[src/prs_consts.svh]
// Timing counts, codes and reset values for the protection reaction sequencer
`ifndef PRS_CONSTS_SVH
`define PRS_CONSTS_SVH
`define PRS_CLK_HZ 50000000
`define PRS_HALF_SINE_US 9823
// Longest gate-off time after a trigger: 1/512 of the half sine period, rounded down
`define PRS_GATE_OFF_CYC ((`PRS_HALF_SINE_US * (`PRS_CLK_HZ / 1000000)) / 512)
`define PRS_FAST_RESTART_MS 400
`define PRS_RESTART_MIN_MS 400
`define PRS_RESTART_MAX_MS 4000
`define PRS_CYC_PER_MS (`PRS_CLK_HZ / 1000)
`define PRS_FAST_RESTART_CYC (`PRS_FAST_RESTART_MS * `PRS_CYC_PER_MS)
`define PRS_DELAY_W 28
`define PRS_PULSE_W 16
`define PRS_CODE_NONE 16'h0000
`define PRS_CODE_IN_UV 16'h0040
`define PRS_CODE_OPEN_CS 16'h0001
`define PRS_CODE_ADC_WD 16'h0002
`define PRS_CODE_HW_WD 16'h0003
`define PRS_CODE_PARITY 16'h0004
`define PRS_CODE_CRC 16'h0005
`define PRS_CODE_TASK_WD 16'h0006
`define PRS_CODE_EMPTY_CFG 16'h0007
`define PRS_CODE_NO_ZCD 16'h0008
`define PRS_CODE_EXT 16'h0009
`endif

[src/prs_pkg.sv]
// Types shared by the protection reaction sequencer
package prs_pkg;
  typedef enum logic [1:0] {PRS_REACT_FAST, PRS_REACT_AUTO, PRS_REACT_LATCH, PRS_REACT_STOP}
    prs_react_e;
  typedef enum logic [2:0] {PRS_ST_RUN, PRS_ST_GATE_OFF, PRS_ST_LATCH, PRS_ST_WAIT,
    PRS_ST_PULSE, PRS_ST_PRECHECK, PRS_ST_STOP} prs_state_e;
endpackage

[src/prs_sense_detect.sv]
// Floating-pin detector and supply hysteresis keeper of the sequencer
`timescale 1ns/1ps
module prs_sense_detect
  import prs_pkg::*;
(
  input wire logic clk,
  input wire logic rst,
  input wire logic cs_pin_level,
  input wire logic cs_switching,
  input wire logic hold_supply,
  input wire logic below_lower,
  input wire logic above_upper,
  output logic open_cs_evt,
  output logic hv_cell_on
);
  logic [3:0] float_cnt_r;
  logic [3:0] float_cnt_nxt;
  logic hv_r;
  logic hv_nxt;

  // Pulled-up pin stuck high while no switching means the pin floats
  always_comb
  begin
    float_cnt_nxt = float_cnt_r;
    if (cs_pin_level && !cs_switching)
    begin
      if (float_cnt_r != 4'hF)
        float_cnt_nxt = float_cnt_r + 4'h1;
    end
    else
      float_cnt_nxt = 4'h0;
    // Startup cell keeps supply inside the lockout window
    hv_nxt = hv_r;
    if (!hold_supply)
      hv_nxt = 1'b0;
    else if (below_lower)
      hv_nxt = 1'b1;
    else if (above_upper)
      hv_nxt = 1'b0;
  end

  always_ff @(posedge clk)
  begin
    if (rst)
    begin
      float_cnt_r <= 4'h0;
      hv_r <= 1'b0;
    end
    else
    begin
      float_cnt_r <= float_cnt_nxt;
      hv_r <= hv_nxt;
    end
  end

  assign open_cs_evt = (float_cnt_r == 4'hE); // One pulse, filtered
  assign hv_cell_on = hv_r;
endmodule

[src/prs_sequencer.sv]
// Fault-reaction sequencer top: fault collection, reaction choice and restart timing
`timescale 1ns/1ps
`include "prs_consts.svh"
module prs_sequencer
  import prs_pkg::*;
(
  input wire logic clk,
  input wire logic rst,
  input wire logic cs_pin_level,
  input wire logic cs_switching,
  input wire logic adc_sample_timeout,
  input wire logic hw_watchdog_expired,
  input wire logic mem_parity_error,
  input wire logic startup_check_done,
  input wire logic crc_mismatch,
  input wire logic task_watchdog_expired,
  input wire logic config_empty,
  input wire logic zero_crossing_sense_pin_seen,
  input wire logic input_uv_fault,
  input wire logic ext_fault,
  input wire logic [1:0] ext_fault_reaction,
  input wire logic fault_freeze_en,
  input wire logic [`PRS_DELAY_W-1:0] auto_restart_cycles,
  input wire logic [`PRS_PULSE_W-1:0] discharge_pulse_width,
  input wire logic supply_turn_off_threshold,
  input wire logic supply_lower_lockout_level,
  input wire logic supply_upper_lockout_level,
  input wire logic precheck_pass,
  input wire logic precheck_fail,
  input wire logic gate_request,
  output logic gate_enable,
  output logic gate_drive,
  output logic high_voltage_startup_pin,
  output logic power_saving_state_two,
  output logic stop_mode,
  output logic latched,
  output logic hw_restart,
  output logic [15:0] status_code
);
  localparam int FAST_CYC = `PRS_FAST_RESTART_CYC;
  localparam int MIN_CYC = `PRS_RESTART_MIN_MS * `PRS_CYC_PER_MS;
  localparam int MAX_CYC = `PRS_RESTART_MAX_MS * `PRS_CYC_PER_MS;
  localparam logic [`PRS_DELAY_W-1:0] FAST_DLY = FAST_CYC[`PRS_DELAY_W-1:0];
  localparam logic [`PRS_DELAY_W-1:0] MIN_DLY = MIN_CYC[`PRS_DELAY_W-1:0];
  localparam logic [`PRS_DELAY_W-1:0] MAX_DLY = MAX_CYC[`PRS_DELAY_W-1:0];

  prs_state_e state_r, state_nxt;
  prs_react_e react_r, react_nxt;
  logic [`PRS_DELAY_W-1:0] cnt_r, cnt_nxt;
  logic [15:0] code_r, code_nxt;
  logic gate_en_r, gate_en_nxt;
  logic gate_drv_r, gate_drv_nxt;
  logic psm2_r, psm2_nxt;
  logic stop_r, stop_nxt;
  logic latch_r, latch_nxt;
  logic hwr_r, hwr_nxt;
  logic hv_req;
  logic open_cs_evt;
  logic any_fault;
  prs_react_e fault_react;
  logic [15:0] fault_code;

  // Pull-up float detector and supply keeper share one helper
  prs_sense_detect prs_sense_detect_i (
    .clk(clk),
    .rst(rst),
    .cs_pin_level(cs_pin_level),
    .cs_switching(cs_switching),
    .hold_supply(hv_req),
    .below_lower(supply_lower_lockout_level),
    .above_upper(supply_upper_lockout_level),
    .open_cs_evt(open_cs_evt),
    .hv_cell_on(high_voltage_startup_pin)
  );

  // Keeper runs in latch, wait and the gate-off step before them, never in stop where supply drains
  assign hv_req = (state_r == PRS_ST_LATCH) || (state_r == PRS_ST_WAIT) ||
                  (state_r == PRS_ST_GATE_OFF && react_r != PRS_REACT_STOP);

  // Fault collection with severity ranking; checked in ascending order so worse wins
  always_comb
  begin
    any_fault = 1'b0;
    fault_react = PRS_REACT_FAST;
    fault_code = `PRS_CODE_NONE;
    if (adc_sample_timeout)
    begin
      any_fault = 1'b1;
      fault_react = PRS_REACT_FAST;
      fault_code = `PRS_CODE_ADC_WD;
    end
    if (open_cs_evt || hw_watchdog_expired || mem_parity_error || task_watchdog_expired ||
        input_uv_fault)
    begin
      any_fault = 1'b1;
      fault_react = PRS_REACT_AUTO;
      if (input_uv_fault)
        fault_code = `PRS_CODE_IN_UV;
      else if (open_cs_evt)
        fault_code = `PRS_CODE_OPEN_CS;
      else if (hw_watchdog_expired)
        fault_code = `PRS_CODE_HW_WD;
      else if (mem_parity_error)
        fault_code = `PRS_CODE_PARITY;
      else
        fault_code = `PRS_CODE_TASK_WD;
    end
    if (ext_fault && (prs_react_e'(ext_fault_reaction) >= fault_react || !any_fault))
    begin
      any_fault = 1'b1;
      fault_react = prs_react_e'(ext_fault_reaction);
      fault_code = `PRS_CODE_EXT;
    end
    if (startup_check_done && (crc_mismatch || config_empty || !zero_crossing_sense_pin_seen))
    begin
      any_fault = 1'b1;
      fault_react = PRS_REACT_STOP;
      if (crc_mismatch)
        fault_code = `PRS_CODE_CRC;
      else if (config_empty)
        fault_code = `PRS_CODE_EMPTY_CFG;
      else
        fault_code = `PRS_CODE_NO_ZCD;
    end
    if (any_fault && fault_freeze_en)
      fault_react = PRS_REACT_STOP; // Lockout is a plain reset, outside this block
  end

  // Sequencer next state
  always_comb
  begin
    state_nxt = state_r;
    react_nxt = react_r;
    cnt_nxt = cnt_r;
    code_nxt = code_r;
    gate_en_nxt = gate_en_r;
    gate_drv_nxt = 1'b0;
    psm2_nxt = psm2_r;
    stop_nxt = stop_r;
    latch_nxt = latch_r;
    hwr_nxt = 1'b0;
    unique case (state_r)
      PRS_ST_RUN, PRS_ST_PRECHECK:
      begin
        gate_drv_nxt = gate_request && gate_en_r;
        if (any_fault)
        begin
          // Gate cut on the next edge, far inside the allowed window
          gate_en_nxt = 1'b0;
          gate_drv_nxt = 1'b0;
          react_nxt = fault_react;
          code_nxt = fault_code;
          cnt_nxt = '0;
          state_nxt = PRS_ST_GATE_OFF;
        end
        else if (state_r == PRS_ST_PRECHECK && precheck_fail)
        begin
          gate_en_nxt = 1'b0;
          gate_drv_nxt = 1'b0;
          react_nxt = PRS_REACT_AUTO;
          cnt_nxt = '0;
          state_nxt = PRS_ST_GATE_OFF;
        end
        else if (state_r == PRS_ST_PRECHECK && precheck_pass)
          state_nxt = PRS_ST_RUN;
      end
      PRS_ST_GATE_OFF:
      begin
        cnt_nxt = '0;
        unique case (react_r)
          PRS_REACT_STOP:
          begin
            stop_nxt = 1'b1;
            state_nxt = PRS_ST_STOP;
          end
          PRS_REACT_LATCH:
          begin
            latch_nxt = 1'b1;
            state_nxt = PRS_ST_LATCH;
          end
          PRS_REACT_AUTO:
          begin
            psm2_nxt = 1'b1;
            // Configured delay clamped into its legal span
            if (auto_restart_cycles < MIN_DLY)
              cnt_nxt = MIN_DLY;
            else if (auto_restart_cycles > MAX_DLY)
              cnt_nxt = MAX_DLY;
            else
              cnt_nxt = auto_restart_cycles;
            state_nxt = PRS_ST_WAIT;
          end
          PRS_REACT_FAST:
          begin
            psm2_nxt = 1'b1;
            cnt_nxt = FAST_DLY;
            state_nxt = PRS_ST_WAIT;
          end
        endcase
      end
      PRS_ST_LATCH:
      begin
        // Only the supply dropping out ends the latch
        if (supply_turn_off_threshold)
          hwr_nxt = 1'b1;
      end
      PRS_ST_STOP:
      begin
        // No keeper here, supply drains and the part restarts
        if (supply_turn_off_threshold)
          hwr_nxt = 1'b1;
      end
      PRS_ST_WAIT:
      begin
        if (cnt_r > {{(`PRS_DELAY_W-1){1'b0}}, 1'b1})
          cnt_nxt = cnt_r - 1'b1;
        else
        begin
          psm2_nxt = 1'b0;
          gate_drv_nxt = 1'b1;
          cnt_nxt = {{(`PRS_DELAY_W-`PRS_PULSE_W){1'b0}}, discharge_pulse_width};
          state_nxt = PRS_ST_PULSE;
        end
      end
      PRS_ST_PULSE:
      begin
        // Single pulse, width at least one cycle
        if (cnt_r > {{(`PRS_DELAY_W-1){1'b0}}, 1'b1})
        begin
          gate_drv_nxt = 1'b1;
          cnt_nxt = cnt_r - 1'b1;
        end
        else
        begin
          gate_en_nxt = 1'b1;
          state_nxt = PRS_ST_PRECHECK;
        end
      end
      default:
      begin
        // Corrupt state code: cut the gate and take the reaction path again
        gate_en_nxt = 1'b0;
        state_nxt = PRS_ST_GATE_OFF;
      end
    endcase
  end

  // State registers, synchronous reset
  always_ff @(posedge clk)
  begin
    if (rst)
    begin
      state_r <= PRS_ST_RUN;
      react_r <= PRS_REACT_FAST;
      cnt_r <= '0;
      code_r <= `PRS_CODE_NONE;
      gate_en_r <= 1'b1;
      gate_drv_r <= 1'b0;
      psm2_r <= 1'b0;
      stop_r <= 1'b0;
      latch_r <= 1'b0;
      hwr_r <= 1'b0;
    end
    else
    begin
      state_r <= state_nxt;
      react_r <= react_nxt;
      cnt_r <= cnt_nxt;
      code_r <= code_nxt;
      gate_en_r <= gate_en_nxt;
      gate_drv_r <= gate_drv_nxt;
      psm2_r <= psm2_nxt;
      stop_r <= stop_nxt;
      latch_r <= latch_nxt;
      hwr_r <= hwr_nxt;
    end
  end

  // Outputs straight from their flip-flops
  assign gate_enable = gate_en_r;
  assign gate_drive = gate_drv_r;
  assign power_saving_state_two = psm2_r;
  assign stop_mode = stop_r;
  assign latched = latch_r;
  assign hw_restart = hwr_r;
  assign status_code = code_r;
endmodule

[config.mk]
export PLATFORM = sky130hd
export DESIGN_NAME = prs_sequencer
export DESIGN_NICKNAME = d
export VERILOG_FILES = /design/src/prs_pkg.sv /design/src/prs_sense_detect.sv /design/src/prs_sequencer.sv
export VERILOG_INCLUDE_DIRS = /design/src
export SDC_FILE = /design/constraint.sdc
export NUM_CORES = 1
export LEC_CHECK = 0
export BUFFER_PORTS_ARGS = -buffer_cell sky130_fd_sc_hd__buf_2
export CAP_MARGIN = 5
export CORE_AREA = 3 3 115 117
export CTS_BUF_LIST = sky130_fd_sc_hd__clkbuf_16
export DETAILED_ROUTE_END_ITERATION = 7
export DIE_AREA = 0 0 118 120
export PLACE_DENSITY = 0.45
export SYNTH_ARGS = -nofsm -noshare
export SYNTH_HDL_FRONTEND = slang
export SYNTH_HIERARCHICAL = 1
export SYNTH_SLANG_ARGS = --single-unit
[constraint.sdc]
create_clock -name clk -period 3.2 [get_ports clk]
set_input_delay 0.64 -clock clk [delete_from_list [all_inputs] [get_ports clk]]
set_output_delay 0.64 -clock clk [all_outputs]
set_load 0.02 [all_outputs]
==> report_table.html <==
<table>
<tr><th>Metric</th><th>Value</th></tr>
<tr><th colspan="2">Timing</th></tr>
<tr><td>Setup violators final</td><td>0</td></tr>
<tr><td>Share of the clock period used by the worst path after layout</td><td>92.53%</td></tr>
<tr><td>Maximum clock rate</td><td>around 340 MHz</td></tr>
<tr><td>Worst rel slew slack</td><td>34.63%</td></tr>
<tr><td>Setup Total Neg Slack</td><td>0 ns</td></tr>
<tr><td>RSZ-0062 raised after global routing</td><td>no</td></tr>
<tr><td>Clk_skew</td><td>0.01154 ns</td></tr>
<tr><td>Clock period minus final worst setup slack</td><td>2.961 ns</td></tr>
<tr><td>Max Slew Vio Count</td><td>0</td></tr>
<tr><td>Hold Violations, Final</td><td>0</td></tr>
<tr><td>Transition time of the tightest slew-check pin</td><td>0.9716 ns</td></tr>
<tr><th colspan="2">Routing</th></tr>
<tr><td>Mean number of vias per cell</td><td>5.624</td></tr>
<tr><td>Via count</td><td>a little under 4,000</td></tr>
<tr><td>Final antenna-violating net count</td><td>0</td></tr>
<tr><td>Violation count after the first detailed-route iteration</td><td>slightly above 300</td></tr>
<tr><td>DR pass1 iterations</td><td>5</td></tr>
<tr><td>Routed Wire Length</td><td>between 10 and 15 mm</td></tr>
<tr><td>Routed wire per std cell</td><td>19.09 um</td></tr>
<tr><td>DRC violation count after routing</td><td>0</td></tr>
<tr><th colspan="2">Floorplanning</th></tr>
<tr><td>Floorplan row count</td><td>41</td></tr>
<tr><td>Horizontal die dimension</td><td>118 um</td></tr>
<tr><td>Overall die area</td><td>14,160 sq um</td></tr>
<tr><td>Initial core utilization</td><td>29.58%</td></tr>
<tr><td>Number of top-level design ports</td><td>90</td></tr>
<tr><td>Die Y-Extent</td><td>120 um</td></tr>
<tr><td>Floorplan core area</td><td>between 10,000 and 15,000 sq um</td></tr>
<tr><th colspan="2">Worst setup path</th></tr>
<tr><td>Startpoint of the most critical register-to-register path</td><td>prs_sense_detect_i/float_cnt_r[0]</td></tr>
<tr><td>Slowest cell on the critical path</td><td>a211oi_1</td></tr>
<tr><td>Top fanout value on the critical path</td><td>17</td></tr>
<tr><td>Critical path startpoint category</td><td>flop</td></tr>
<tr><td>Longest individual stage delay on the worst path</td><td>0.52 ns</td></tr>
<tr><td>Required time reported for the critical path endpoint</td><td>3.41 ns</td></tr>
<tr><td>Launching instance or port of the critical path</td><td>prs_sense_detect_i/float_cnt_r[0]</td></tr>
<tr><td>Top cell by count, worst path</td><td>a211oi_1</td></tr>
<tr><td>Critical Path End Type</td><td>flop</td></tr>
<tr><td>Endpoint arrival time on the critical path</td><td>3.17 ns</td></tr>
<tr><td>Crit Path Category</td><td>flop to flop</td></tr>
<tr><td>Ordered list of cells on the worst path</td><td>inv_1 -&gt; ha_1 -&gt; and3_1 -&gt; or4_1 -&gt; a211oi_1 -&gt; nand2_2 -&gt; nand3_2 -&gt; a22oi_1 -&gt; a211oi_1</td></tr>
<tr><th colspan="2">Yosys</th></tr>
<tr><td>Syn avg cell area</td><td>slightly above 8 sq um</td></tr>
<tr><td>Area share of the leading cell type in the synthesized netlist</td><td>a little over a quarter</td></tr>
<tr><td>Count of flip-flops with a built-in enable after synthesis</td><td>0</td></tr>
<tr><td>Dominant register cell in the synthesized netlist</td><td>dfxtp_1</td></tr>
<tr><td>Synth Instances</td><td>451</td></tr>
<tr><td>Synthesized cell area</td><td>3687 sq um</td></tr>
<tr><td>#FFs+latches synth</td><td>49</td></tr>
<tr><td>Leading cell types by total area after synthesis</td><td>dfxtp_1 (27%), nor2_1 (4.1%), a21oi_1 (3.4%)</td></tr>
<tr><td>Portion of the post-synthesis area used by sequential elements</td><td>26.60%</td></tr>
<tr><td>Number of different library cells in the post-synthesis netlist</td><td>79</td></tr>
<tr><td>Async set-reset flop share out of synthesis</td><td>0%</td></tr>
<tr><td>Number of warnings issued by yosys</td><td>6</td></tr>
<tr><td>Leading area contributor after synthesis</td><td>dfxtp_1</td></tr>
<tr><th colspan="2">Final layout</th></tr>
<tr><td>Most common library cell in the layout ignoring fill and taps</td><td>buf_2</td></tr>
<tr><td>Antenna diode count</td><td>0</td></tr>
<tr><td>Nets@finish</td><td>~600</td></tr>
<tr><td>Area taken by multi-input logic gates</td><td>2536 sq um</td></tr>
<tr><td>Post-layout utilization of the core</td><td>35.35%</td></tr>
<tr><td>Fraction of layout instances using a drive strength above 1</td><td>between 20 and 30%</td></tr>
<tr><td>Most used cells in the layout excluding fill and tap cells</td><td>buf_2 (78), dfxtp_1 (48), nor2_1 (40)</td></tr>
<tr><td>Total of fill cells in the finished design</td><td>1,374</td></tr>
<tr><td>Seq. cell area</td><td>between 900 and 1000 sq um</td></tr>
<tr><td>Syn-to-layout area delta</td><td>19.51%</td></tr>
<tr><th colspan="2">Clock network</th></tr>
<tr><td>Resize count post-CTS</td><td>0</td></tr>
<tr><td>TritonCTS clock tree</td><td>built</td></tr>
<tr><td>Clock network latency to the later pin of the worst-skew pair</td><td>0.30 ns</td></tr>
<tr><td>Maximum count of clock buffers along a single path</td><td>2</td></tr>
<tr><td>Sinks on Clock Net</td><td>49</td></tr>
<tr><td>CTS root buffer</td><td>clkbuf_16</td></tr>
<tr><td>Number of buffers inserted by post-CTS setup repair</td><td>0</td></tr>
<tr><td>Clock buffer count from CTS</td><td>5</td></tr>
<tr><td>CTS HTree Levels</td><td>2</td></tr>
<tr><td>Clock transition at the register clock pins on the worst setup and hold paths after CTS</td><td>0.07 ns</td></tr>
<tr><td>Hold-fix buffer count after cts</td><td>0</td></tr>
<tr><th colspan="2">GRT</th></tr>
<tr><td>Antenna violations before repair</td><td>0</td></tr>
<tr><td>Vias in the first global route</td><td>3,729</td></tr>
<tr><td>Pin count of the biggest net entering global routing</td><td>20</td></tr>
<tr><td>Wire length of the first global-routing pass</td><td>20.86 mm</td></tr>
<tr><td>Overflow left after global routing</td><td>0</td></tr>
<tr><td>Total Routing Usage GR</td><td>about a fifth</td></tr>
<tr><th colspan="2">Worst hold path</th></tr>
<tr><td>Hold Path Class</td><td>flop to flop</td></tr>
<tr><td>Critical hold path startpoint</td><td>stop_mode</td></tr>
<tr><th colspan="2">Status</th></tr>
<tr><td>Outcome</td><td>completed</td></tr>
<tr><th colspan="2">Placed design</th></tr>
<tr><td>Port bufs</td><td>78</td></tr>
<tr><td>Half-perimeter wire length after detailed placement</td><td>slightly above 10 mm</td></tr>
<tr><td>GP Congestion</td><td>0.9117</td></tr>
<tr><th colspan="2">Power</th></tr>
<tr><td>Power, Total</td><td>5837 uW</td></tr>
<tr><td>Total leakage power</td><td>0.001781 uW</td></tr>
<tr><td>PD cells</td><td>1325 nW/um^2</td></tr>
<tr><td>Maximum vdd drop</td><td>0.4195 mV</td></tr>
<tr><th colspan="2">Flow run</th></tr>
<tr><td>Max_cap viols</td><td>0</td></tr>
</table>
==> flip-flops by register name, indices dropped and copies added (netlist names) <==
register / cells
stop_mode: 1
state_r: 3
latched: 1
prs_sense_detect_i/hv_cell_on: 1
status_code: 5
gate_drive: 1
hw_restart: 1
gate_enable: 1
react_r: 2
cnt_r: 28
power_saving_state_two: 1
prs_sense_detect_i/float_cnt_r: 4
==> through the flow <==
stage               cells  setup slack, ns  instance area, sq um  hold WS, ns
global route          702          0.04740                  4407       0.5385
detailed placement    694           0.1190                  4245       0.4701
global placement      694           0.2008                  4245       0.4525
finish                702           0.2390                  4407       0.4903
CTS                   702          0.09414                  4393       0.5045
floorplan             461           0.3311                  3725       0.4779
==> cell type report <==
type                       instances  share of cell area, %
clock buffer                       5                  2.839
inverter                          10                 0.8518
sequential                        49                  22.29
multi-input combinational        372                  57.55
clock inverter                     3                 0.5111
tap                              172                  4.884
timing repair buffer              91                  11.07
==> critical path, delay by kind of cell (launching register included) <==
kind                       cells  cell delay (ns)
AOI/OAI and AO/OA              3             0.94
adders and majority gates      1             0.18
buffers and inverters          1             0.05
DFF                            1             0.37
and+or+nand+nor                4             1.33
==> logic make-up after synthesis <==
family | after synthesis | synth area share [%]
AND/OR/NAND/NOR | 195 | 32.27
AO/OA/AOI/OAI | 143 | 28.95
flip-flops | 49 | 26.60
buffers and inverters | 40 | 5.972
XOR/XNOR | 16 | 3.801
adder cells (fa/ha/maj) | 5 | 1.697
multiplexers | 2 | 0.6107
other | 1 | 0.1017
==> synthesized netlist by cell type (10+ instances only) <==
library cell / count
a21oi_1: 25
a221o_1: 11
a31oi_1: 10
buf_4: 12
clkbuf_1: 12
dfxtp_1: 49
inv_1: 10
nand2_1: 24
nand3_1: 15
nand4_1: 13
nor2_1: 40
nor3_1: 17
nor4_1: 17
o21ai_0: 21
xor2_1: 13
==> layer usage <==
layer	share of wire (%)	GRT usage, %	wire [um]	vias to the layer above
met2	48	31.26	6366	136
met4	1.8	4.908	236	0
li1	-	-	-	1906
met1	45	24.54	6081	1889
met5	0	0	0	-
met3	5.3	3.534	715	17
==> path summary, 6_finish.rpt <==
check	to	cells after the start	slack, ns
setup / recovery	cnt_r[26]	9	0.24
hold / removal	stop_mode	2	0.49
setup reg to reg	cnt_r[26]	9	0.24
hold reg to reg	stop_mode	2	0.49
==> power by group <==
group	internal [uW]	switching (uW)
Combinational	1570	2600
Clock	292	264
Sequential	809	301
Total	2680	3160
Note: power is estimated with default switching activity, not from simulation.
